**src/rtl/adf_cfg.svh**
```systemverilog
// Offsets, field positions, reset values and timing counts of the filter
`ifndef ADF_CFG_SVH
`define ADF_CFG_SVH

// ---------------------------------------------------------------
// Register offsets
// ---------------------------------------------------------------
`define ADF_ADDR_CTRL    4'h0
`define ADF_ADDR_CLK     4'h1
`define ADF_ADDR_CHAN    4'h2
`define ADF_ADDR_THR     4'h3
`define ADF_ADDR_STAT    4'h4
`define ADF_ADDR_DATA    4'h5

// ---------------------------------------------------------------
// Field positions
// ---------------------------------------------------------------
`define ADF_CTRL_RESYNC  0
`define ADF_CHAN_EN      0
`define ADF_CHAN_BYP     1
`define ADF_CHAN_GAIN_LO 2
`define ADF_CHAN_MUX_LO  5
`define ADF_STAT_FAST    0
`define ADF_STAT_SETTLED 1
`define ADF_STAT_OVF     2
`define ADF_STAT_AVAIL   3

// ---------------------------------------------------------------
// Reset values
// ---------------------------------------------------------------
`define ADF_RST_RATIO    3'h3
`define ADF_RST_CUTOFF   4'h0
`define ADF_RST_EN       1'b1

// ---------------------------------------------------------------
// Timing counts
// ---------------------------------------------------------------
`define ADF_SETTLE_128   856
`define ADF_SETTLE_256   1112
`define ADF_SETTLE_512   1624
`define ADF_SETTLE_1024  2648
`define ADF_SETTLE_2048  4696
`define ADF_SETTLE_4096  8792
`define ADF_SETTLE_8192  16984
`define ADF_SETTLE_16384 33368
`define ADF_FAST_CONVS   2'h2
`define ADF_FIFO_DEPTH   8
`define ADF_WORD_W       24

`endif

```
**src/rtl/adf_pkg.sv**
```systemverilog
// Types shared by the decimation filter modules
package adf_pkg;
    typedef enum logic {PATH_FAST, PATH_SINC3} adf_path_t;
endpackage

```
**src/rtl/adf_fifo_if.sv**
```systemverilog
// Stream carrier between the filter core and its output FIFO
`timescale 1ns/100ps
interface adf_fifo_if #(parameter int WIDTH = 24);
    logic             push_valid;
    logic             push_ready;
    logic [WIDTH-1:0] push_data;
    logic             pop_valid;
    logic             pop_ready;
    logic [WIDTH-1:0] pop_data;
    modport fifo_side (input push_valid, push_data, pop_ready,
                       output push_ready, pop_valid, pop_data);
    modport user_side (output push_valid, push_data, pop_ready,
                       input push_ready, pop_valid, pop_data);
endinterface

```
**src/rtl/adf_decim_filter.sv**
```systemverilog
// Decimation filter core: fast path, sinc3, sinc1 and high-pass stage
//
// Summary of operation
// - Each bit feeds a fast path and a sinc3 path; output picks one.
// - After reset conversions come from the first-order fast path.
// - After two conversions switch to sinc3 and stay until reset.
// - Ratios 128 to 1024 run sinc3 at that ratio, output direct.
// - Ratios 2048 up: sinc3 fixed at 1024, sinc1 decimates by 2..16.
// - Sinc3 is three integrators and three combs, cube of sinc.
// - Box-car combs null multiples of the data rate.
// - Restart events restart settling; unsettled words still delivered.
// - Settling time in clock cycles follows the ratio table.
// - Non-zero cutoff field enables the high-pass; zero bypasses all.
// - A per-channel bypass bit skips the high-pass stage.
// - High-pass coefficient is two to minus (field plus one).
// - High-pass updates once per output word.
// - Modulator bits arrive every second clock cycle.
// - A three-bit field selects ratio 128 through 16384.
`timescale 1ns/100ps
`include "adf_cfg.svh"
module adf_decim_filter #(
    parameter int unsigned SETTLE_2048  = `ADF_SETTLE_2048,
    parameter int unsigned SETTLE_4096  = `ADF_SETTLE_4096,
    parameter int unsigned SETTLE_8192  = `ADF_SETTLE_8192,
    parameter int unsigned SETTLE_16384 = `ADF_SETTLE_16384
) (
    // Clock and reset
    input wire logic         clock,
    input wire logic         reset,
    // Modulator bitstream
    input wire logic         mod_bit,
    // Register port
    input wire logic [3:0]   reg_addr,
    input wire logic [31:0]  reg_wdata,
    input wire logic         reg_write,
    input wire logic         reg_read,
    output logic     [31:0]  reg_rdata,
    // Data ready
    output logic             data_ready_n
);
    // ---------------------------------------------------------------
    // Decoding helpers
    // ---------------------------------------------------------------
    function automatic logic [3:0] total_log2(input logic [2:0] sel);
        return 4'h7 + {1'b0, sel};
    endfunction

    function automatic logic [3:0] sinc3_log2(input logic [2:0] sel);
        return sel[2] ? 4'ha : 4'h7 + {1'b0, sel};
    endfunction

    function automatic logic [13:0] ones_mask(input logic [3:0] k);
        return (14'h1 << k) - 14'h1;
    endfunction

    function automatic logic [15:0] settle_limit(input logic [2:0] sel);
        case (sel)
            3'h0:    return 16'(`ADF_SETTLE_128);
            3'h1:    return 16'(`ADF_SETTLE_256);
            3'h2:    return 16'(`ADF_SETTLE_512);
            3'h3:    return 16'(`ADF_SETTLE_1024);
            3'h4:    return 16'(SETTLE_2048);
            3'h5:    return 16'(SETTLE_4096);
            3'h6:    return 16'(SETTLE_8192);
            default: return 16'(SETTLE_16384);
        endcase
    endfunction

    function automatic logic [23:0] norm24(input logic signed [55:0] v,
                                           input logic [4:0] sh);
        logic signed [55:0] t;
        t = v >>> sh;
        if (t > 56'sh00_0000_007f_ffff) begin
            return 24'h7f_ffff;
        end else if (t < 56'shff_ffff_ff80_0000) begin
            return 24'h80_0000;
        end
        return t[23:0];
    endfunction

    // ---------------------------------------------------------------
    // State
    // ---------------------------------------------------------------
    logic                phase_reg, phase_next;
    logic [2:0]          ratio_reg, ratio_next;
    logic                en_reg, en_next, byp_reg, byp_next;
    logic [2:0]          gain_reg, gain_next;
    logic [1:0]          mux_reg, mux_next;
    logic [3:0]          cut_reg, cut_next;
    logic                ovf_reg, ovf_next;
    logic [31:0]         rdata_reg, rdata_next;
    logic                data_ready_n_n_reg;
    logic [13:0]         cnt_reg, cnt_next;
    logic signed [33:0]  i1_reg, i2_reg, i3_reg, i1_next, i2_next, i3_next;
    logic signed [33:0]  d1_reg, d2_reg, d3_reg, d1_next, d2_next, d3_next;
    logic signed [15:0]  fast_reg, fast_next;
    logic signed [28:0]  s1_reg, s1_next;
    logic [1:0]          conv_reg, conv_next;
    adf_pkg::adf_path_t  path_reg, path_next;
    logic [15:0]         settle_reg, settle_next;
    logic signed [39:0]  est_reg, est_next;
    logic                pend_reg, pend_next;
    logic [23:0]         pend_d_reg, pend_d_next;

    // ---------------------------------------------------------------
    // Combinational datapath
    // ---------------------------------------------------------------
    logic                samp_tick, s3_tick, conv_tick, restart, hp_off;
    logic signed [33:0]  x, c1, c2, c3;
    logic [23:0]         y3, y1, word;
    logic signed [39:0]  err;
    logic [3:0]          k3, kt;
    logic                wr_chan;

    adf_fifo_if #(.WIDTH(`ADF_WORD_W)) fq ();

    adf_fifo #(.WIDTH(`ADF_WORD_W), .DEPTH(`ADF_FIFO_DEPTH)) u_fifo (
        .clock (clock),
        .reset (reset),
        .f     (fq.fifo_side)
    );

    assign fq.push_valid = pend_reg;
    assign fq.push_data  = pend_d_reg;
    assign fq.pop_ready  = reg_read && (reg_addr == `ADF_ADDR_DATA);

    always_comb begin
        phase_next  = ~phase_reg;
        ratio_next  = ratio_reg;
        en_next     = en_reg;
        byp_next    = byp_reg;
        gain_next   = gain_reg;
        mux_next    = mux_reg;
        cut_next    = cut_reg;
        rdata_next  = 32'h0;
        wr_chan     = reg_write && (reg_addr == `ADF_ADDR_CHAN);
        restart     = !en_reg;
        k3          = sinc3_log2(ratio_reg);
        kt          = total_log2(ratio_reg);
        samp_tick   = phase_reg;
        s3_tick     = samp_tick && ((cnt_reg & ones_mask(k3)) == ones_mask(k3));
        conv_tick   = samp_tick && (cnt_reg == ones_mask(kt));
        x           = mod_bit ? 34'sh1 : 34'sh3_ffff_ffff;
        i1_next     = i1_reg + x;
        i2_next     = i2_reg + i1_next;
        i3_next     = i3_reg + i2_next;
        c1          = i3_next - d1_reg;
        c2          = c1 - d2_reg;
        c3          = c2 - d3_reg;
        y3          = norm24(56'(c3) <<< 23, 5'(3 * k3));
        y1          = 24'(s1_reg + 29'(signed'(y3)) >>> (kt - k3));
        // fast path accumulates a plain box-car
        fast_next   = fast_reg + 16'(x);
        d1_next     = d1_reg;
        d2_next     = d2_reg;
        d3_next     = d3_reg;
        s1_next     = s1_reg;
        cnt_next    = cnt_reg;
        conv_next   = conv_reg;
        path_next   = path_reg;
        est_next    = est_reg;
        pend_next   = pend_reg && !fq.push_ready;
        pend_d_next = pend_d_reg;
        ovf_next    = ovf_reg;
        word        = y3;
        err         = 40'sh0;
        hp_off      = (cut_reg == 4'h0) || byp_reg;
        settle_next = (settle_reg == 16'hffff) ? settle_reg : settle_reg + 16'h1;

        if (reg_write) begin
            case (reg_addr)
                `ADF_ADDR_CTRL: restart = restart || reg_wdata[`ADF_CTRL_RESYNC];
                `ADF_ADDR_CLK:  ratio_next = reg_wdata[2:0];
                `ADF_ADDR_THR:  cut_next = reg_wdata[3:0];
                `ADF_ADDR_STAT: ovf_next = ovf_reg && !reg_wdata[`ADF_STAT_OVF];
                default: ;
            endcase
        end
        if (wr_chan) begin
            en_next   = reg_wdata[`ADF_CHAN_EN];
            byp_next  = reg_wdata[`ADF_CHAN_BYP];
            gain_next = reg_wdata[`ADF_CHAN_GAIN_LO +: 3];
            mux_next  = reg_wdata[`ADF_CHAN_MUX_LO +: 2];
        end
        // enable, gain, mux or ratio change restarts
        if ((en_next && !en_reg) || gain_next != gain_reg || mux_next != mux_reg ||
            ratio_next != ratio_reg) begin
            restart = 1'b1;
        end

        if (s3_tick) begin
            d1_next = i3_next;
            d2_next = c1;
            d3_next = c2;
            s1_next = (cnt_reg == ones_mask(kt)) ? 29'sh0 : s1_reg + 29'(signed'(y3));
        end
        if (conv_tick) begin
            if (path_reg == adf_pkg::PATH_FAST) begin
                word = norm24(56'(fast_next) <<< 23, 5'(kt));
            end else if (ratio_reg[2]) begin
                word = y1;
            end else begin
                word = y3;
            end
            if (conv_reg != `ADF_FAST_CONVS) begin
                conv_next = conv_reg + 2'h1;
            end
            if (conv_next == `ADF_FAST_CONVS) begin
                path_next = adf_pkg::PATH_SINC3;
            end
            // coefficient two to minus field plus one
            if (!hp_off) begin
                err      = {word, 16'h0} - est_reg;
                est_next = est_reg + (err >>> ({1'b0, cut_reg} + 5'h1));
                word     = err[39:16];
            end
            ovf_next    = ovf_next || (pend_reg && !fq.push_ready);
            pend_next   = 1'b1;
            pend_d_next = word;
        end
        if (samp_tick) begin
            cnt_next  = conv_tick ? 14'h0 : cnt_reg + 14'h1;
            fast_next = conv_tick ? 16'sh0 : fast_next;
        end else begin
            i1_next   = i1_reg;
            i2_next   = i2_reg;
            i3_next   = i3_reg;
            fast_next = fast_reg;
        end
        if (restart) begin
            cnt_next    = 14'h0;
            i1_next     = 34'sh0;
            i2_next     = 34'sh0;
            i3_next     = 34'sh0;
            d1_next     = 34'sh0;
            d2_next     = 34'sh0;
            d3_next     = 34'sh0;
            s1_next     = 29'sh0;
            fast_next   = 16'sh0;
            settle_next = 16'h0;
        end

        if (reg_read) begin
            case (reg_addr)
                `ADF_ADDR_CLK:  rdata_next = {29'h0, ratio_reg};
                `ADF_ADDR_CHAN: rdata_next = {25'h0, mux_reg, gain_reg, byp_reg, en_reg};
                `ADF_ADDR_THR:  rdata_next = {28'h0, cut_reg};
                `ADF_ADDR_STAT: begin
                    rdata_next = {28'h0, fq.pop_valid, ovf_reg,
                                  settle_reg >= settle_limit(ratio_reg),
                                  path_reg == adf_pkg::PATH_FAST};
                end
                `ADF_ADDR_DATA: begin
                    rdata_next = fq.pop_valid ? {{8{fq.pop_data[23]}}, fq.pop_data} : 32'h0;
                end
                default: rdata_next = 32'h0;
            endcase
        end
    end

    // ---------------------------------------------------------------
    // Registers
    // ---------------------------------------------------------------
    always_ff @(posedge clock) begin
        if (reset) begin
            phase_reg  <= 1'b0;
            ratio_reg  <= `ADF_RST_RATIO;
            en_reg     <= `ADF_RST_EN;
            byp_reg    <= 1'b0;
            gain_reg   <= 3'h0;
            mux_reg    <= 2'h0;
            cut_reg    <= `ADF_RST_CUTOFF;
            ovf_reg    <= 1'b0;
            rdata_reg  <= 32'h0;
            data_ready_n_n_reg <= 1'b1;
            cnt_reg    <= 14'h0;
            {i1_reg, i2_reg, i3_reg, d1_reg, d2_reg, d3_reg} <= '0;
            fast_reg   <= 16'sh0;
            s1_reg     <= 29'sh0;
            conv_reg   <= 2'h0;
            path_reg   <= adf_pkg::PATH_FAST;
            settle_reg <= 16'h0;
            est_reg    <= 40'sh0;
            pend_reg   <= 1'b0;
            pend_d_reg <= 24'h0;
        end else begin
            phase_reg  <= phase_next;
            ratio_reg  <= ratio_next;
            en_reg     <= en_next;
            byp_reg    <= byp_next;
            gain_reg   <= gain_next;
            mux_reg    <= mux_next;
            cut_reg    <= cut_next;
            ovf_reg    <= ovf_next;
            rdata_reg  <= rdata_next;
            data_ready_n_n_reg <= !fq.pop_valid;
            cnt_reg    <= cnt_next;
            i1_reg     <= i1_next;
            i2_reg     <= i2_next;
            i3_reg     <= i3_next;
            d1_reg     <= d1_next;
            d2_reg     <= d2_next;
            d3_reg     <= d3_next;
            fast_reg   <= fast_next;
            s1_reg     <= s1_next;
            conv_reg   <= conv_next;
            path_reg   <= path_next;
            settle_reg <= settle_next;
            est_reg    <= est_next;
            pend_reg   <= pend_next;
            pend_d_reg <= pend_d_next;
        end
    end

    assign reg_rdata    = rdata_reg;
    assign data_ready_n = data_ready_n_n_reg;
endmodule

```
**src/rtl/adf_fifo.sv**
```systemverilog
// Flip-flop FIFO holding finished conversion words
`timescale 1ns/100ps
module adf_fifo #(
    parameter int WIDTH = 24,
    parameter int DEPTH = 8
) (
    // Clock and reset
    input wire logic     clock,
    input wire logic     reset,
    // Stream
    adf_fifo_if.fifo_side f
);
    localparam int AW = $clog2(DEPTH);

    logic [WIDTH-1:0] mem_reg [DEPTH];
    logic [WIDTH-1:0] mem_next [DEPTH];
    logic [AW-1:0]    wr_reg, wr_next, rd_reg, rd_next;
    logic [AW:0]      cnt_reg, cnt_next;
    logic             push, pop;

    assign f.push_ready = (cnt_reg != (AW+1)'(DEPTH));
    assign f.pop_valid  = (cnt_reg != '0);
    assign f.pop_data   = mem_reg[rd_reg];
    assign push         = f.push_valid && f.push_ready;
    assign pop          = f.pop_ready && f.pop_valid;

    always_comb begin
        mem_next = mem_reg;
        wr_next  = wr_reg;
        rd_next  = rd_reg;
        cnt_next = cnt_reg;
        if (push) begin
            mem_next[wr_reg] = f.push_data;
            wr_next = (wr_reg == AW'(DEPTH-1)) ? '0 : wr_reg + AW'(1);
        end
        if (pop) begin
            rd_next = (rd_reg == AW'(DEPTH-1)) ? '0 : rd_reg + AW'(1);
        end
        if (push && !pop) begin
            cnt_next = cnt_reg + (AW+1)'(1);
        end else if (pop && !push) begin
            cnt_next = cnt_reg - (AW+1)'(1);
        end
    end

    always_ff @(posedge clock) begin
        if (reset) begin
            wr_reg  <= '0;
            rd_reg  <= '0;
            cnt_reg <= '0;
        end else begin
            wr_reg  <= wr_next;
            rd_reg  <= rd_next;
            cnt_reg <= cnt_next;
        end
        mem_reg <= mem_next;
    end
endmodule

```
**config.mk**
```make
export PLATFORM = sky130hd
export DESIGN_NAME = adf_decim_filter
export DESIGN_NICKNAME = d
export VERILOG_FILES = /design/src/rtl/adf_pkg.sv /design/src/rtl/adf_fifo_if.sv /design/src/rtl/adf_decim_filter.sv /design/src/rtl/adf_fifo.sv
export VERILOG_INCLUDE_DIRS = /design/src /design/src/rtl
export SDC_FILE = /design/constraint.sdc
export NUM_CORES = 2
export LEC_CHECK = 0
export BUFFER_PORTS_ARGS = -buffer_cell sky130_fd_sc_hd__buf_2
export CAP_MARGIN = 20
export CORE_UTILIZATION = 50
export CTS_CLUSTER_SIZE = 8
export DETAILED_ROUTE_END_ITERATION = 12
export PLACE_DENSITY_LB_ADDON = 0.1
export SETUP_SLACK_MARGIN = 0.05
export SLEW_MARGIN = 20
export SYNTH_ARGS = -nofsm -noshare
export SYNTH_HDL_FRONTEND = slang
export SYNTH_HIERARCHICAL = 1
export SYNTH_SLANG_ARGS = --single-unit
```
**constraint.sdc**
```tcl
create_clock -name clock -period 23 [get_ports clock]
set_input_delay 2.3 -clock clock [delete_from_list [all_inputs] [get_ports clock]]
set_output_delay 2.3 -clock clock [all_outputs]
set_load 0.02 [all_outputs]
```
==> flow_summary_export.csv <==
group,metric,value,unit
synth,syn-num-nets,5912,
timing,rsz0062_at_grt,"yes",
drt,first_iter_violations,3542,
clocking,cts_max_path_buffers,3,
global_routing,grt_pass1_vias,41326,
setup_path,start_kind,"input port",
timing,hold_viol_final,0,
global_routing,top_usage_layer,"met2",
clocking,clk_latency,0.70,ns
worst_hold_path,min_path_type,"flip-flop to flip-flop",
synth,syn-mean-instance-area,8.25,um^2
floorplan,die_h,304,um
setup_path,cp-startpoint,"mod_bit",
synth,synth_largest_area_cell,"dfxtp_1",
clocking,cts-root-buf,"clkbuf_16",
setup_path,rr_startpoint,"i1_reg[1]",
global_routing,met1_usage,0.414,
status,status,"complete, but fails checks",
setup_path,r2r_end,"est_reg[39]",
place,postPlaceCellArea,54700,um^2
drt,vias,44422,
synth,async_flop_share,0,
clocking,cts_max_level,3,
global_routing,grt_antenna_before_repair,1,
synth,syn-cell-area,45600,um^2
synth,synth.most_common_cell,"nand2_1",
synth,yosysWarnings,6,
global_routing,use_met3,0.0352,
timing,report.final.slew_viol_count,0,
drt,ant_nets,0,
clocking,cts_tree,"done",
clocking,clk_pin_slew,0.06,ns
cells_and_area,layout.nets,6945,
cells_and_area,stdcell_area,59900,um^2
status,violations,"setup timing",
clocking,cts_buffers,85,
setup_path,rr_worst_depth,122,
setup_path,critPathCaptureType,"flip-flop",
floorplan,num_rows,110,
timing,setup_viol,14,
clocking,hold_buffers,0,
cells_and_area,syn_to_final_growth,31.3,%
synth,seq_area_frac_synth,0.298,
timing,min_period,23.87,ns
setup_path,endpoint,"est_reg[39]",
clocking,cts.sinks,584,
cells_and_area,post-route-util,0.664,
floorplan,die_x,304,um
global_routing,gr-usage-met2,0.458,
synth,yosysTopAreaCellShare,0.172,
synth,synth_common_cells,"nand2_1 (670), a21oi_1 (554), nor2_1 (551)",
drt,first_pass_iters,6,
global_routing,grt_usage,0.288,
synth,synthDistinctLibCells,115,
setup_path,crit_path_max_incr_delay,0.57,ns
synth,synth_ff_type,"dfxtp_1",
synth,synth-seq-cells,584,
drt,drc,0,
job,cap_violations,0,
timing,min_period_over_period,1.04,
floorplan,floorplan.initialDensity,0.506,
drt,avgViaCountPerCell,5.71,
setup_path,cp_max_fo,6,
cells_and_area,layout-drive-gt1-share,0.278,
timing,slew_headroom,0.296,
drt,wl,139000,um
timing,skew,0.0562,ns
setup_path,slowest_stage,"or4_1",
setup_path,cp.required,23.61,ns
place,dpl.hpwl,98300,um
synth,synth_edf_count,192,
place,place.gp.congestion,0.944,
global_routing,grt_pass1_wl,219000,um
timing,worst_pin_slew,1.06,ns
place,io_buffer_count,48,
worst_hold_path,min_from,"d1_reg[30]",
floorplan,io_pins,74,
setup_path,worstSetupPathType,"input port to flip-flop",
global_routing,overflow,0,
timing,fmax,0.0419,GHz
cells_and_area,largest_register_ffs,192,
setup_path,r2r_slack,0.68,ns
drt,wl_per_cell,17.8,um
timing,fin_ws,-0.865,ns
floorplan,die-area,92400,um^2
setup_path,cp.arrival,24.48,ns
synth,synth_area_leaders,"dfxtp_1 (17%), edfxtp_1 (13%), ha_1 (9.2%)",
global_routing,grt_max_degree,186,
floorplan,core,90100,um^2
synth,synth_cells,5526,
## stage by stage
stage	worst slack, ns	setup TNS [ns]	hold WS (ns)	instances
2_1_floorplan	-0.139	-0.139	0.432	5526
3_3_place_gp	-2.16	-38.73	0.439	7544
3_5_place_dp	-2.37	-46.47	0.446	7544
4_1_cts	-0.643	-2.89	0.453	7748
5_1_grt	-1.88	-28.70	0.469	7780
6_report	-0.865	-5.96	0.450	7781
## per-layer routing
layer  share of wire  vias to the layer above  wire, um
met5        0.000079                        -        11
met4           0.021                        2      2870
met3           0.057                      194      7920
met2            0.45                     1141     62100
met1            0.47                    21050     65800
li1                -                    22035         -
## timing repair
item                                    4_1_cts  5_1_grt
endpoints found under the setup margin       31       35
setup buffers                                73       32
pin swaps                                   174      160
resized for setup                           215      183
## worst min-delay path by stage
stage / endpoint / slack [ns] / cells after the start
floorplan: conv_reg[0] / 0.43 / 2
global placement: conv_reg[1] / 0.44 / 2
detailed placement: d3_reg[27] / 0.45 / 2
CTS: d3_reg[27] / 0.45 / 2
global route: d1_reg[24] / 0.47 / 2
finish: d1_reg[30] / 0.45 / 2
## worst max-delay path, delay by kind of cell
kind	cells	cell delay, ns
compound gates	59	11.07
simple gates	24	4.14
fa+ha+maj	9	2.79
buf+inv	18	2.60
xor+xnor	8	1.12
mux	2	0.39
## cells by family (layout without fill, tap and decap cells)
group / Yosys count / after routing / synth area share
muxes: 325 / 325 / 0.0958
buffers and inverters: 552 / 1630 / 0.0474
AOI/OAI and AO/OA: 1558 / 1558 / 0.216
other: 1 / 2 / 0.0000822
DFF: 584 / 584 / 0.298
adders and majority gates: 345 / 345 / 0.0965
xor gates and xnor gates: 318 / 318 / 0.0625
and+or+nand+nor: 1843 / 1843 / 0.183
## layout make-up
class / count / area, um^2
clock inverters: 11 / 255
inverters: 266 / 1000
clock buffers: 121 / 2280
well taps: 1176 / 1470
fillers: 7377 / 30300
flip-flops and latches: 584 / 13600
multi-input cells: 4390 / 32000
diodes: 1 / 2.50
repair buffers: 1232 / 9200
## cell usage in the layout (no fill, tap or decap), types with 20 or more instances in the layout
master,Yosys,final
edfxtp_1,192,192
nand3_1,134,128
nor2b_1,51,44
a211oi_1,78,69
clkbuf_16,0,85
o21ai_2,1,32
a21oi_2,2,83
ha_1,334,310
xor2_1,107,91
nand2b_1,47,46
o21a_1,59,59
and3_1,44,39
o21bai_1,54,47
nor3_1,122,111
o21ai_1,12,45
a31oi_1,57,46
mux4_2,24,24
inv_1,260,257
mux4_1,46,46
xnor2_1,204,159
buf_2,10,47
clkbuf_1,226,34
or3_1,44,42
o31ai_1,23,20
o21ai_0,282,215
o211ai_1,59,59
buf_4,9,1172
ha_4,0,21
a21oi_1,554,466
a22oi_1,29,28
mux2i_1,201,193
xnor2_2,3,48
nor2_1,551,529
dfxtp_1,392,387
and2_1,46,44
a21o_1,118,118
nand2_1,670,663
mux2_2,53,48
Power is left out: the tool's default activity adds up to more than one toggle a clock period on the data nets, which glitch-free logic cannot reach.
